File: config.mk
export PLATFORM = sky130hd
export DESIGN_NAME = oid_decoder
export DESIGN_NICKNAME = d
export VERILOG_FILES = /design/src/design/oid_decoder.v /design/src/design/oid_fifo.v
export VERILOG_INCLUDE_DIRS = /design/src /design/src/design
export SDC_FILE = /design/constraint.sdc
export NUM_CORES = 1
export LEC_CHECK = 0
export BUFFER_PORTS_ARGS = -buffer_cell sky130_fd_sc_hd__buf_2
export CAP_MARGIN = 20
export CORE_AREA = 2 2 169 171
export CTS_CLUSTER_DIAMETER = 40
export DETAILED_ROUTE_END_ITERATION = 16
export DIE_AREA = 0 0 171 173
export PLACE_DENSITY = 0.72
export SYNTH_ARGS = -nofsm -noshare
export SYNTH_HDL_FRONTEND = slang
export SYNTH_HIERARCHICAL = 1
export SYNTH_SLANG_ARGS = --single-unit
export TNS_END_PERCENT = 100
File: constraint.sdc
create_clock -name i_clk -period 5.55 [get_ports i_clk]
set_input_delay 0.555 -clock i_clk [delete_from_list [all_inputs] [get_ports i_clk]]
set_output_delay 0.555 -clock i_clk [all_outputs]
set_load 0.02 [all_outputs]
File: src/design/oid_regs.vh
// offsets, field positions, reset values and set layouts of the output image decoder
// assumes a 16-bit register address and byte-wide register data
`ifndef OID_REGS_VH
`define OID_REGS_VH

// ************************************************
// read-only set parameter and map registers
// ************************************************
`define OID_POSITION_SET_PARAMS 16'h1403
`define OID_VELOCITY_SET_PARAMS 16'h1404
`define OID_COMPACT_POSITIONING_PARAMS 16'h1405
`define OID_FULL_POSITIONING_PARAMS 16'h1406
`define OID_SECOND_POSITIONING_PARAMS 16'h1407
`define OID_COMPACT_ENCODER_MAP 16'h1600
`define OID_FULL_ENCODER_MAP 16'h1601
`define OID_STEPPER_CONTROL_MAP 16'h1602
`define OID_TABLE_RESET 8'h06

// ************************************************
// control and status registers
// ************************************************
`define OID_ASSIGN_ADDR 16'h0100
`define OID_CTRL_ADDR 16'h0101
`define OID_STATUS_ADDR 16'h0102
`define OID_FRAMES_ADDR 16'h0103
`define OID_ASSIGN_RESET 8'h05
`define OID_CTRL_HOLD 0
`define OID_ST_REFUSED 0
`define OID_ST_SHORT 1
`define OID_ST_LONG 2

// ************************************************
// mapping set numbers (bit of the assignment register)
// ************************************************
`define OID_SET_ENC_CMP 3'd0
`define OID_SET_ENC_FULL 3'd1
`define OID_SET_STEPPER 3'd2
`define OID_SET_POSITION 3'd3
`define OID_SET_VELOCITY 3'd4
`define OID_SET_POS_CMP 3'd5
`define OID_SET_POS_FULL 3'd6
`define OID_SET_POS_2 3'd7
`define OID_SET_NONE 4'h8

// byte lengths of each set in the image
`define OID_LEN_ENC_CMP 4'h4
`define OID_LEN_ENC_FULL 4'h6
`define OID_LEN_STEPPER 4'h2
`define OID_LEN_POSITION 4'h4
`define OID_LEN_VELOCITY 4'h2
`define OID_LEN_POS_CMP 4'h6
`define OID_LEN_POS_FULL 4'hE
`define OID_LEN_POS_2 4'hE

// sets that must not be assigned with sets 3..7
`define OID_EXCL_3 8'h70
`define OID_EXCL_4 8'h68
`define OID_EXCL_5 8'h58
`define OID_EXCL_6 8'h38
`define OID_EXCL_7 8'h38

// ************************************************
// bit positions inside a set
// ************************************************
`define OID_ENC_IDX_LATCH 0
`define OID_ENC_RISE_LATCH 1
`define OID_ENC_PRESET 2
`define OID_ENC_FALL_LATCH 3
`define OID_ENC_VALUE_LSB 16
`define OID_STM_ENABLE 0
`define OID_STM_FAULT_RESET 1
`define OID_STM_TORQUE 2
`define OID_STM_DIG_OUT1 11

`endif

File: src/design/oid_decoder.v
// output image decoder: splits the cyclic output image into control bits and setpoints
// assumes image bytes arrive in bus order with a last flag on the final byte of each cycle
`timescale 1ns/1ns
`include "oid_regs.vh"
module oid_decoder #(
  parameter AW = 16,
  parameter FIFO_DEPTH = 16
) (
  input wire i_clk,
  input wire i_resetn,
  input wire [AW-1:0] i_addr,
  input wire [7:0] i_wdata,
  input wire i_write,
  input wire i_read,
  output reg [7:0] o_rdata,
  input wire i_byte_valid,
  input wire [7:0] i_byte_data,
  input wire i_byte_last,
  output wire o_byte_ready,
  output reg o_idx_latch_en,
  output reg o_rise_latch_en,
  output reg o_preset_strobe,
  output reg o_fall_latch_en,
  output reg [31:0] o_preset_value,
  output reg o_motor_enable,
  output reg o_fault_reset,
  output reg o_torque_reduce,
  output reg o_dig_out1,
  output reg [31:0] o_pos_target,
  output reg [15:0] o_vel_setpoint,
  output reg o_frame_done
);
  // ************************************************
  // states and functions
  // ************************************************
  localparam ST_START = 2'b01;
  localparam ST_RUN = 2'b10;

  function [3:0] set_len;
    input [2:0] s;
    begin
      case (s)
        `OID_SET_ENC_CMP: set_len = `OID_LEN_ENC_CMP;
        `OID_SET_ENC_FULL: set_len = `OID_LEN_ENC_FULL;
        `OID_SET_STEPPER: set_len = `OID_LEN_STEPPER;
        `OID_SET_POSITION: set_len = `OID_LEN_POSITION;
        `OID_SET_VELOCITY: set_len = `OID_LEN_VELOCITY;
        `OID_SET_POS_CMP: set_len = `OID_LEN_POS_CMP;
        `OID_SET_POS_FULL: set_len = `OID_LEN_POS_FULL;
        default: set_len = `OID_LEN_POS_2;
      endcase
    end
  endfunction

  // first assigned set at or above 'from', or none
  function [3:0] next_set;
    input [7:0] m;
    input [3:0] from;
    integer k;
    begin
      next_set = `OID_SET_NONE;
      for (k = 7; k >= 0; k = k - 1) begin
        if (m[k] && (k >= from)) begin
          next_set = k[3:0];
        end
      end
    end
  endfunction

  function excl_hit;
    input [7:0] m;
    begin
      excl_hit = (m[3] && ((m & `OID_EXCL_3) != 8'h00))
        || (m[4] && ((m & `OID_EXCL_4) != 8'h00))
        || (m[5] && ((m & `OID_EXCL_5) != 8'h00))
        || (m[6] && ((m & `OID_EXCL_6) != 8'h00))
        || (m[7] && ((m & `OID_EXCL_7) != 8'h00));
    end
  endfunction

  // ************************************************
  // registers
  // ************************************************
  reg [7:0] assign_q;
  reg hold_q;
  reg [2:0] status_q;
  reg [7:0] frames_q;
  reg [1:0] st_q;
  reg [7:0] act_q;
  reg [3:0] setp_q;
  reg [3:0] bidx_q;
  reg [47:0] acc_q;
  reg [7:0] rd_val;
  reg [2:0] st_set;
  reg [2:0] st_clr;
  reg [7:0] cur_mask;
  reg [3:0] cur_set;
  reg [3:0] cur_idx;
  reg [47:0] asm_word;
  reg set_end;
  reg [3:0] nxt_set;
  wire f_valid;
  wire [8:0] f_data;
  wire take;

  // ************************************************
  // byte fifo
  // ************************************************
  oid_fifo #(
    .WIDTH(9),
    .DEPTH(FIFO_DEPTH)
  ) u_fifo (
    .i_clk(i_clk),
    .i_resetn(i_resetn),
    .i_in_valid(i_byte_valid),
    .i_in_data({i_byte_last, i_byte_data}),
    .o_in_ready(o_byte_ready),
    .o_out_valid(f_valid),
    .o_out_data(f_data),
    .i_out_ready(~hold_q)
  );

  assign take = f_valid & ~hold_q;

  // ************************************************
  // byte assembly
  // ************************************************
  always @* begin
    cur_mask = (st_q == ST_START) ? assign_q : act_q;
    cur_set = (st_q == ST_START) ? next_set(assign_q, 4'h0) : setp_q;
    cur_idx = (st_q == ST_START) ? 4'h0 : bidx_q;
    asm_word = acc_q;
    if (cur_idx < 4'h6) begin
      asm_word[cur_idx*8 +: 8] = f_data[7:0];
    end
    set_end = (cur_set != `OID_SET_NONE) && (cur_idx == set_len(cur_set[2:0]) - 4'h1);
    nxt_set = next_set(cur_mask, cur_set + 4'h1);
  end

  // ************************************************
  // status events and software clears
  // ************************************************
  always @* begin
    st_set = 3'b000;
    st_clr = 3'b000;
    if (i_write && (i_addr == `OID_ASSIGN_ADDR) && excl_hit(i_wdata)) begin
      st_set[`OID_ST_REFUSED] = 1'b1;
    end
    if (take && f_data[8] && !set_end && (cur_set != `OID_SET_NONE)) begin
      st_set[`OID_ST_SHORT] = 1'b1;
    end
    if (take && f_data[8] && set_end && (nxt_set != `OID_SET_NONE)) begin
      st_set[`OID_ST_SHORT] = 1'b1;
    end
    if (take && (cur_set == `OID_SET_NONE)) begin
      st_set[`OID_ST_LONG] = 1'b1;
    end
    if (i_write && (i_addr == `OID_STATUS_ADDR)) begin
      st_clr = i_wdata[2:0];
    end
  end

  // ************************************************
  // register file
  // ************************************************
  always @(posedge i_clk) begin
    if (!i_resetn) begin
      assign_q <= `OID_ASSIGN_RESET;
      hold_q <= 1'b0;
      status_q <= 3'b000;
    end else begin
      if (i_write && (i_addr == `OID_ASSIGN_ADDR) && !excl_hit(i_wdata)) begin
        assign_q <= i_wdata;
      end
      if (i_write && (i_addr == `OID_CTRL_ADDR)) begin
        hold_q <= i_wdata[`OID_CTRL_HOLD];
      end
      status_q <= (status_q & ~st_clr) | st_set;
    end
  end

  always @* begin
    case (i_addr)
      `OID_POSITION_SET_PARAMS: rd_val = `OID_TABLE_RESET;
      `OID_VELOCITY_SET_PARAMS: rd_val = `OID_TABLE_RESET;
      `OID_COMPACT_POSITIONING_PARAMS: rd_val = `OID_TABLE_RESET;
      `OID_FULL_POSITIONING_PARAMS: rd_val = `OID_TABLE_RESET;
      `OID_SECOND_POSITIONING_PARAMS: rd_val = `OID_TABLE_RESET;
      `OID_COMPACT_ENCODER_MAP: rd_val = `OID_TABLE_RESET;
      `OID_FULL_ENCODER_MAP: rd_val = `OID_TABLE_RESET;
      `OID_STEPPER_CONTROL_MAP: rd_val = `OID_TABLE_RESET;
      `OID_ASSIGN_ADDR: rd_val = assign_q;
      `OID_CTRL_ADDR: rd_val = {7'h00, hold_q};
      `OID_STATUS_ADDR: rd_val = {5'h00, status_q};
      `OID_FRAMES_ADDR: rd_val = frames_q;
      default: rd_val = 8'h00;
    endcase
  end

  always @(posedge i_clk) begin
    if (!i_resetn) begin
      o_rdata <= 8'h00;
    end else begin
      o_rdata <= i_read ? rd_val : 8'h00;
    end
  end

  // ************************************************
  // frame walker
  // ************************************************
  always @(posedge i_clk) begin
    if (!i_resetn) begin
      st_q <= ST_START;
      act_q <= 8'h00;
      setp_q <= `OID_SET_NONE;
      bidx_q <= 4'h0;
      acc_q <= 48'h0;
      frames_q <= 8'h00;
      o_frame_done <= 1'b0;
    end else begin
      o_frame_done <= 1'b0;
      if (take) begin
        case (st_q)
          ST_START: begin
            act_q <= assign_q;
          end
          ST_RUN: begin
          end
          default: begin
          end
        endcase
        // sets follow one another byte aligned
        if (set_end) begin
          setp_q <= nxt_set;
          bidx_q <= 4'h0;
          acc_q <= 48'h0;
        end else begin
          setp_q <= cur_set;
          bidx_q <= (cur_set == `OID_SET_NONE) ? cur_idx : cur_idx + 4'h1;
          acc_q <= asm_word;
        end
        if (f_data[8]) begin
          st_q <= ST_START;
          acc_q <= 48'h0;
          bidx_q <= 4'h0;
          frames_q <= frames_q + 8'h01;
          o_frame_done <= 1'b1;
        end else begin
          st_q <= ST_RUN;
        end
      end
    end
  end

  // ************************************************
  // field outputs, updated when a set completes
  // ************************************************
  always @(posedge i_clk) begin
    if (!i_resetn) begin
      o_idx_latch_en <= 1'b0;
      o_rise_latch_en <= 1'b0;
      o_preset_strobe <= 1'b0;
      o_fall_latch_en <= 1'b0;
      o_preset_value <= 32'h0;
      o_motor_enable <= 1'b0;
      o_fault_reset <= 1'b0;
      o_torque_reduce <= 1'b0;
      o_dig_out1 <= 1'b0;
      o_pos_target <= 32'h0;
      o_vel_setpoint <= 16'h0;
    end else if (take && set_end) begin
      case (cur_set)
        {1'b0, `OID_SET_ENC_CMP}: begin
          o_idx_latch_en <= asm_word[`OID_ENC_IDX_LATCH];
          o_rise_latch_en <= asm_word[`OID_ENC_RISE_LATCH];
          o_preset_strobe <= asm_word[`OID_ENC_PRESET];
          o_fall_latch_en <= asm_word[`OID_ENC_FALL_LATCH];
          o_preset_value <= {16'h0, asm_word[`OID_ENC_VALUE_LSB +: 16]};
        end
        {1'b0, `OID_SET_ENC_FULL}: begin
          o_idx_latch_en <= asm_word[`OID_ENC_IDX_LATCH];
          o_rise_latch_en <= asm_word[`OID_ENC_RISE_LATCH];
          o_preset_strobe <= asm_word[`OID_ENC_PRESET];
          o_fall_latch_en <= asm_word[`OID_ENC_FALL_LATCH];
          o_preset_value <= asm_word[`OID_ENC_VALUE_LSB +: 32];
        end
        {1'b0, `OID_SET_STEPPER}: begin
          o_motor_enable <= asm_word[`OID_STM_ENABLE];
          o_fault_reset <= asm_word[`OID_STM_FAULT_RESET];
          o_torque_reduce <= asm_word[`OID_STM_TORQUE];
          o_dig_out1 <= asm_word[`OID_STM_DIG_OUT1];
        end
        {1'b0, `OID_SET_POSITION}: begin
          o_pos_target <= asm_word[31:0];
        end
        {1'b0, `OID_SET_VELOCITY}: begin
          o_vel_setpoint <= asm_word[15:0];
        end
        default: begin
        end
      endcase
    end
  end
endmodule // oid_decoder

File: src/design/oid_fifo.v
// byte fifo in front of the output image decoder, registered read data
// assumes DEPTH is a power of two; one extra word sits in the output register
`timescale 1ns/1ns
module oid_fifo #(
  parameter WIDTH = 9,
  parameter DEPTH = 16
) (
  input wire i_clk,
  input wire i_resetn,
  input wire i_in_valid,
  input wire [WIDTH-1:0] i_in_data,
  output wire o_in_ready,
  output wire o_out_valid,
  output wire [WIDTH-1:0] o_out_data,
  input wire i_out_ready
);
  localparam AW = $clog2(DEPTH);

  reg [WIDTH-1:0] mem [0:DEPTH-1];
  reg [AW-1:0] wptr_q;
  reg [AW-1:0] rptr_q;
  reg [AW:0] count_q;
  reg full_q;
  reg ready_q;
  reg out_valid_q;
  reg [WIDTH-1:0] out_data_q;
  wire push;
  wire pop;
  wire [AW:0] count_d;

  assign push = i_in_valid & ~full_q;
  assign pop = (count_q != {(AW+1){1'b0}}) & (~out_valid_q | i_out_ready);
  assign count_d = count_q + {{AW{1'b0}}, push} - {{AW{1'b0}}, pop};
  assign o_in_ready = ready_q;
  assign o_out_valid = out_valid_q;
  assign o_out_data = out_data_q;

  always @(posedge i_clk) begin
    if (push) begin
      mem[wptr_q] <= i_in_data;
    end
  end

  always @(posedge i_clk) begin
    if (!i_resetn) begin
      wptr_q <= {AW{1'b0}};
      rptr_q <= {AW{1'b0}};
      count_q <= {(AW+1){1'b0}};
      full_q <= 1'b0;
      ready_q <= 1'b1;
      out_valid_q <= 1'b0;
      out_data_q <= {WIDTH{1'b0}};
    end else begin
      if (push) begin
        wptr_q <= wptr_q + {{(AW-1){1'b0}}, 1'b1};
      end
      if (pop) begin
        rptr_q <= rptr_q + {{(AW-1){1'b0}}, 1'b1};
        out_data_q <= mem[rptr_q];
        out_valid_q <= 1'b1;
      end else if (i_out_ready) begin
        out_valid_q <= 1'b0;
      end
      count_q <= count_d;
      full_q <= (count_d == DEPTH[AW:0]);
      // ready straight from a flop
      ready_q <= (count_d != DEPTH[AW:0]);
    end
  end
endmodule // oid_fifo

After elaboration in Yosys (flattened, before gate mapping) --
Memory sizes are Yosys's and may differ from the RTL's. A register that Yosys moved wholly into a read port is not among the register bits. Index checks and enable logic that the tools add are counted.
Storage, ports and cells: register bits after elaboration 199, bits in latches 0, memory bits (writable) 144, memory bits (read-only) 0, input port bits 38, output and inout port bits 98, word-level logic and storage cells 183, memories 1
Memory list:
- u_fifo.mem | words 16, width 9, read ports 1, clocked after memory_dff 1, write ports 1, line oid_fifo.v:19 | reg [WIDTH-1:0] mem [0:DEPTH-1];
Operators by class: $add $sub $neg 9, multipliers 0, div/mod/pow operators 0, $lt $le $gt $ge 9, equal/unequal tests 29, shift-type cells 2, mux-type cells 41, bitwise operators 10, reduce and logical (&&, ||, !) cells 54
Operators by type and width (count):
- 48-bit two-way mux | 3
- 16-bit by 13-bit equality test with 1-bit output (second input constant) | 8
- 4-bit two-way mux | 22
- 16-bit by 9-bit equality test with 1-bit output (second input constant) | 4
- 32-bit one-hot mux with 2 select lines | 1
- 48-bit bitwise mux | 1
- 8-bit by 34-bit variable shift with 48-bit output (first input constant) | 1
- 8-bit by 34-bit indexed part select with 48-bit output | 1
- 8-bit one-hot mux with 5 select lines | 1
- 7-bit negation with 34-bit output | 1
- 8-bit nonzero test | 4
- 1-bit logical AND | 26
- 4-bit by 1-bit adder with 4-bit output (second input constant) | 4
- 3-bit by 4-bit greater-or-equal comparator with 1-bit output (first input constant) | 4
- 2-bit AND reduction | 8
- 4-bit one-hot mux with 3 select lines | 1
- 1-bit two-way mux | 9
- 8-bit by 1-bit adder with 8-bit output (second input constant) | 1
- 4-bit by 2-bit equality test with 1-bit output (second input constant) | 2
- 1-bit by 4-bit greater-or-equal comparator with 1-bit output (first input constant) | 2
- 2-bit by 4-bit greater-or-equal comparator with 1-bit output (first input constant) | 2
- 8-bit two-way mux | 1
- 4-bit != test (second input constant) | 2
- 2-bit OR reduction | 4
- other kinds (30) | 41

Depth between registers and ports, before layout --
Gate-level depths: netlist of run 1.
depth after elaboration 24, gate-level depth with buffers 14, gate-level depth less buffers 14

Cells and area by module --
Netlist of run 1, hierarchy kept.
Modules (own cells, without submodules):
- oid_decoder | instances 1, cells each 1003, area each 8434.3 µm², sequential area each 3663.5 µm²
- oid_fifo | instances 1, cells each 353, area each 6661.4 µm², sequential area each 4824.6 µm²

Worst setup path before layout of run 1 --
OpenSTA, ideal clock, no wires.
path kind register to register, start register st_q[1], end register acc_q[3], library setup time 115 ps, arrival 3137 ps, data required time 5435 ps, slack 2298 ps, cell stages (with the launch flop) 15, path buffers 4, clock period less this slack 3252 ps, path through dfxtp_1 > nand2b_1 > clkbuf_1 > nand2_1 > clkbuf_1 > ha_1 > clkbuf_1 > o21ai_0 > a32oi_1 > or3_1 > or3_1 > clkbuf_1 > mux2i_1 > o21ai_0 > and2_1
On the way: word-level cells in the longest chain between the ends 10, elaborated cells on any way between the ends 25, those cells by class add/sub (2); order compare (1); eq/ne (8); shift (2); mux (7); reduce/logical (5)
Ends and longest elaborated chain:
- from (decl) | line oid_decoder.v:88 | reg [1:0] st_q;
- from (signal assigned) | line oid_decoder.v:213 | st_q <= ST_START;
- from (signal assigned) | line oid_decoder.v:243 | st_q <= ST_START;
- from (signal assigned) | line oid_decoder.v:249 | st_q <= ST_RUN;
- 2-bit by 1-bit equality test with 1-bit output * | line oid_decoder.v:130, oid_decoder.v:131
- 4-bit two-way mux | line oid_decoder.v:130 | cur_set = (st_q == ST_START) ? next_set(assign_q, 4'h0) : setp_q;
- 3-bit equality test (tied with other cells) | line oid_decoder.v:42 | case (s)
- 2-bit OR reduction (no line)
- 4-bit one-hot mux with 3 select lines | line oid_decoder.v:42
- 4-bit by 1-bit subtractor with 4-bit output | line oid_decoder.v:136 | set_end = (cur_set != `OID_SET_NONE) && (cur_idx == set_len(cur_set[2:0]) - 4'h1);
- 4-bit equality test | line oid_decoder.v:136
- 1-bit logical AND | line oid_decoder.v:136
- 48-bit two-way mux * | line oid_decoder.v:233 | if (set_end) begin
- 48-bit two-way mux * | line oid_decoder.v:242 | if (f_data[8]) begin
- to (signal assigned) | line oid_decoder.v:240 | acc_q <= asm_word;
- to (decl) | line oid_decoder.v:92 | reg [47:0] acc_q;
Mark *: on every way between the ends. The rest lies on a longest branch, timed or not. A chain may end at the register's enable or synchronous reset.

Worst setup path after layout of run 1 --
start register st_q[1], end register acc_q[37]
Same word-level chain as after synthesis.

==> metrics, run 1 <==
width of the die=171 um; routability congestion estimate=0.857; mux contribution to synthesized area=0.103; beginning of the worst register-to-register path=st_q[1]; master of the slowest instance on the critical path=nor3b_1; Post-Synth Simple-Gate Area=0.152; Power Total=7430 uW; max-slew headroom at the worst pin=0.321; share of the synthesized area in compound gates (AO/OA/AOI/OAI)=0.116; minimum clock period=3.98 ns; cell area after layout=17500 sq um; total via count in the routed design=10700; worst IR drop on VDD=0.290 mV; number of cells on the worst hold path=3; worst hold endpoint=assign_q[2]; post-synthesis instance area=15100 sq um; number of cell instances on the worst register-to-register path=8; post-synth top area share=0.286; flop-to-flop setup slack=1.57 ns; number of buffers added by the clock tree synthesis step=45; Logic pwr share=0.203; critical path data required time=6.03 ns; buffer type at the clock tree root=clkbuf_16; maximum fanout count along the critical path=22; number of buffers inserted by post-CTS setup repair=0; Syn Nets=1413; IO Pins=136; post-placement cell count=1798; latest clock arrival within the worst-skew pair=0.54 ns; number of buffers on the longest clock path=3; pin count of the biggest net entering global routing=97; synthesized area divided by synthesized cell count=11.1 sq um; total power divided by cell area=424 nW/um^2; fraction of power spent switching nets=0.299; Total Die Area=29600 sq um; clock-pin slew reported for the worst setup and hold paths after clock tree synthesis=0.06 ns; total of max-cap violations=0; Synth top cells by count=dfxtp_1, edfxtp_1, nand2_1; number of synthesized flops with an enable pin=144; via/cell ratio=5.69; primary flip-flop cell chosen by synthesis mapping=dfxtp_1; Initial DRC Count=890; number of levels the H-tree was split into=2; instance area after placement=16000 sq um; P_int=5210 uW; setup TNS after final layout=0 ns; global-route usage over all layers=0.232; adder and majority gate portion of the synthesized area=0.0169; remaining number of nets flagged by the antenna check after routing=0; Critical Path End Type=flop; cell row count=61; worst min path class=in2reg; number of cells upsized or downsized after cts=0; first-pass GRT wire length=54600 um; Worst Path Arrival=4.47 ns; fill cell instance count of the final layout=2205; FF-to-FF End=acc_q[37]; setup violators final=0; Clock Skews=0.0143 ns; number of clock sinks=352; Critical Path Start Type=flop; Post-DP HPWL=22300 um; first drt pass iteration count=5; Core Region=27600 sq um; CP peak stage delay=0.78 ns; detailed-route DRC error count=0; number of library cell types mapped by synthesis=72; register bit total from synthesis=352; final cell count without fillers=1881; XOR/XNOR Fraction of Synth Area=0.0116; library cell with the largest summed area after synthesis=edfxtp_1; effective utilization at floorplan=0.546; number of global-route vias before repair=10300; setup repair after global routing missed its margin=no; diode count=0; number of buffers inserted by hold repair at cts=0; fraction of registers with async set or reset after synthesis=0; Chip Height=173 um; CP Cell Sequence=nand2b_1, nand2_1, ha_1, o31a_1, o32a_1, nor3b_1, and2_1, a22o_1; number of nets in the final layout=1524; largest family of logic cells by synthesized area=simple AND/OR/NAND/NOR gates; Port Buffers=135; Leakage Power=0.00671 uW; most frequent cell after synthesis=dfxtp_1; Slew @ Worst Pin=1.01 ns; Final Hold Vio Count=0; Detailed Route WL=34100 um; count of pins over their slew limit=0; clock power share=0.394; average wire per cell in the routed design=18.1 um; post-synthesis sequential area ratio=0.562; worst hold start=i_wdata[2]; Syn. warnings=6; FMAX=251 MHz; ratio of final minimum period to clock period=0.718; TritonCTS clock tree=done; Area contributors post-synth=edfxtp_1, dfxtp_1, mux4_2, mux2i_1, nand2_1; total global routing overflow=0; number of antenna violations at the first check in global routing=0; portion of total power attributed to sequential cells=0.403; switching power of the nets=2220 uW; run status=finished, final reports clean; startpoint-to-endpoint class of the critical path=reg2reg; area growth from synthesis to layout=16.2%; Syn Inst Count=1356; fraction of final layout cells sized beyond drive strength 1=0.188
==> flip-flops by register name, indices dropped and copies added (netlist names), 2 cells and up <==
name	cells
u_fifo/wptr_q	4
o_preset_value	32
acc_q	48
status_q	3
o_rdata	8
u_fifo/mem	144
u_fifo/count_q	5
act_q	8
setp_q	4
o_pos_target	32
u_fifo/rptr_q	4
assign_q	8
st_q	2
u_fifo/o_out_data	9
frames_q	8
bidx_q	4
o_vel_setpoint	16
==> cell type report <==
type                    instances  area (sq um)  area share
inverters                      54           203      0.0116
repair buffers                151           798      0.0455
clock inverters                31           332      0.0189
multi-input cells             863          6040       0.344
well taps                     378           473      0.0270
clock buffers                  52          1200      0.0687
flip-flops and latches        352          8490       0.484
==> routing by layer <==
layer | up-vias | routed length [um] | GRT usage | part of all wire
li1 | 5158 | - | - | -
met1 | 5172 | 14800 | 0.305 | 0.43
met2 | 331 | 16600 | 0.392 | 0.49
met3 | 50 | 2020 | 0.0394 | 0.059
met4 | 0 | 706 | 0.0699 | 0.021
met5 | - | 0 | 0 | 0
==> power groups by stage <==
stage | Clock [uW] | Sequential, uW | Combinational [uW]
after global placement | 0 | 3040 | 1470
after floorplan | 0 | 2980 | 1190
after global routing | 3090 | 3010 | 1670
after CTS | 2970 | 2990 | 1520
after detailed placement | 0 | 3050 | 1510
final | 2930 | 2990 | 1510
==> layout by cell type (no fill, tap or decap), types with 8 or more instances in the layout <==
master / n
nor2b_1: 26
a22oi_1: 8
mux4_2: 37
o221ai_1: 8
xor2_1: 8
a21boi_0: 15
and3_1: 14
o211a_1: 11
dfxtp_1: 207
nor3_1: 16
nand2_1: 143
a21oi_1: 31
nor3b_1: 14
buf_4: 17
xnor2_1: 12
a22o_1: 43
ha_1: 18
nor2_1: 92
mux2i_1: 70
and2_1: 26
clkbuf_16: 47
nand3_1: 86
buf_2: 134
o21ai_0: 63
o31ai_1: 18
nand2b_1: 15
inv_1: 54
edfxtp_1: 144
==> how the worst max path moves through the flow <==
stage               slack [ns]    start                 end  cells past startpoint
global placement          1.72  st_q[1]  o_preset_value[12]                     10
detailed placement        1.58  st_q[1]   o_preset_value[7]                     10
floorplan                 2.30  st_q[1]            acc_q[3]                     14
CTS                       1.59  st_q[1]   o_preset_value[7]                     10
finish                    1.57  st_q[1]           acc_q[37]                      8
global route              1.18  st_q[1]    o_pos_target[30]                     10
==> per-stage QoR <==
| stage | hold slack [ns] | util | setup slack [ns] |
|---|---|---|---|
| floorplan | 0.436 | - | 2.30 |
| global placement | 0.446 | 0.579 | 1.72 |
| detailed placement | 0.447 | 0.579 | 1.58 |
| CTS | 0.266 | 0.635 | 1.59 |
| global route | 0.284 | 0.635 | 1.18 |
| finish | 0.280 | 0.635 | 1.57 |
==> cell families after synthesis <==
group / Yosys count
AOI/OAI and AO/OA: 245
xor gates and xnor gates: 20
adders and majority gates: 20
buffers and inverters: 141
DFF: 352
muxes: 109
and+or+nand+nor: 469
==> critical path, delay by kind of cell (launching register included) <==
kind	cells	cell delay (ns)
compound gates	3	0.87
fa+ha+maj	1	0.43
flops	1	0.39
simple gates	4	2.24
Power figures use the tool's default switching activity.
==> inputs of run 2 (changes only) <==
- CORE_AREA: 2 2 169 171 -> 2 2 171 173
- DIE_AREA: 0 0 171 173 -> 0 0 173 175
- PLACE_DENSITY: 0.72 -> 0.73
- clock period: 5.55 -> 3.5 ns (I/O delays scaled with it)
==> metrics, run 2 (same netlist as run 1, synthesis figures left out) <==
run status=finished, final reports clean; total global routing overflow=0 (unchanged); Slew @ Worst Pin=1.03 ns (+0.0119 ns); area growth from synthesis to layout=17.3%; global-route usage over all layers=0.224 (-0.00739); Final Hold Vio Count=0 (unchanged); number of buffers inserted by hold repair at cts=0 (unchanged); post-route setup slack=0.267 ns (-1.30 ns); commonest non-fill, non-tap cells in the layout=dfxtp_1, edfxtp_1, nand2_1, buf_2, nor2_1; average wire per cell in the routed design=18.0 um (-0.96%); detailed-route DRC error count=0 (unchanged); most common library cell in the layout ignoring fill and taps=dfxtp_1; count of pins over their slew limit=0 (unchanged); buffer type at the clock tree root=clkbuf_16; Post-DP HPWL=22700 um (+2.0%); total via count in the routed design=10800 (+1.1%); remaining number of nets flagged by the antenna check after routing=0 (unchanged); FMAX=309 MHz (+23%); fraction of final layout cells sized beyond drive strength 1=0.197 (+0.00869); first-pass GRT wire length=54900 um (+0.51%); number of cells on the worst hold path=3 (unchanged); IO Pins=136 (unchanged); routability congestion estimate=0.907 (+5.8%); largest register by flop count=u_fifo/mem; pin count of the biggest net entering global routing=73 (-25%); Core Region=28400 sq um (+2.8%); max reg flops=144 (unchanged); number of cells upsized or downsized after cts=0 (unchanged); max-slew headroom at the worst pin=0.313 (-0.00797); number of buffers inserted by post-CTS setup repair=0 (unchanged); fill cell instance count of the final layout=2274 (+3.1%); number of antenna violations at the first check in global routing=0 (unchanged); number of levels the H-tree was split into=2 (unchanged); diode count=0 (unchanged); total power divided by cell area=670 nW/um^2 (+58%); Critical Path End Type=flop; biggest registers after layout=u_fifo/mem (144), acc_q (48); latest clock arrival within the worst-skew pair=0.55 ns (about the same); number of buffers on the longest clock path=3 (unchanged); minimum clock period=3.23 ns (-0.750 ns); total of max-cap violations=0 (unchanged); Detailed Route WL=34200 um (+0.41%); Chip Height=175 um (+1.2%); worst IR drop on VDD=0.445 mV (+53%); clock-pin slew reported for the worst setup and hold paths after clock tree synthesis=0.06 ns (about the same); effective utilization at floorplan=0.532 (-0.0147); number of buffers added by the clock tree synthesis step=45 (unchanged); Total Die Area=30300 sq um (+2.3%); Worst Path Arrival=3.68 ns (-0.79 ns); ratio of final minimum period to clock period=0.924 (+0.206); number of global-route vias before repair=10400 (+1.2%); Initial DRC Count=963 (+8.2%); number of cell instances on the worst register-to-register path=8 (unchanged); setup violators final=0 (unchanged); via/cell ratio=5.68 (-0.30%); Critical Path Start Type=flop; width of the die=173 um (+1.2%); number of nets in the final layout=1543 (+1.2%); worst min path class=in2reg; setup repair after global routing missed its margin=no; TritonCTS clock tree=done; critical path data required time=3.94 ns (-2.09 ns); Clock Skews=0.0185 ns (+0.00420 ns); number of clock sinks=352 (unchanged); Leakage Power=0.00679 uW (+1.2%); startpoint-to-endpoint class of the critical path=reg2reg; Placement Setup Slack=0.315 ns (-1.27 ns); first drt pass iteration count=5 (unchanged); setup TNS after final layout=0 ns (unchanged); Port Buffers=135 (unchanged); maximum fanout count along the critical path=40 (+82%); cell row count=62 (+1.6%)
[run 2: final timing paths]
kind / start / end / slack, ns
worst min register to register: o_dig_out1 / o_dig_out1 / 0.46
worst max register to register: assign_q[7] / o_preset_value[16] / 0.27
worst min-delay path: i_read / o_rdata[2] / 0.06
worst max-delay path: assign_q[7] / o_preset_value[16] / 0.27
[run 2: final cells by class]
cell class | count | area, sq um | area share
inverters | 54 | 203 | 0.0114
clock inverters | 28 | 338 | 0.0191
multi-input cells | 863 | 6030 | 0.340
well taps | 384 | 480 | 0.0271
repair buffers | 170 | 953 | 0.0538
clock buffers | 56 | 1220 | 0.0688
flip-flops and latches | 352 | 8490 | 0.479
[run 2: worst max-delay path: stages, from the launching register on]
cell and delay (ns):
dfxtp_1 0.37, or4_4 0.57, a32oi_2 0.32, a31oi_1 0.15, a311oi_2 0.34, o221ai_2 0.33
or3_1 0.45, buf_4 0.28, o31ai_1 0.31
[run 2: power by group]
part	internal (uW)	switching, uW	total [uW]
clock network	2780	1860	4630
registers	4490	293	4780
logic	1020	1430	2460
[run 2: layer usage]
layer | global-route usage | wire [um] | vias up
met1 | 0.291 | 14600 | 5171
li1 | - | - | 5194
met5 | 0 | 0 | -
met3 | 0.0383 | 2020 | 81
met4 | 0.0752 | 896 | 0
met2 | 0.383 | 16700 | 381
[run 2: stage by stage]
step                      cell area [sq um]  hold slack [ns]  power (uW)   util  cells
after floorplan                       15100            0.436        6600      -   1356
after global placement                16200            0.445        7230  0.569   1823
after detailed placement              16200            0.452        7290  0.569   1823
after CTS                             17700           0.0427       11900  0.624   1907
after global routing                  17700           0.0948       12400  0.624   1907
final                                 17700           0.0616       11900  0.624   1907
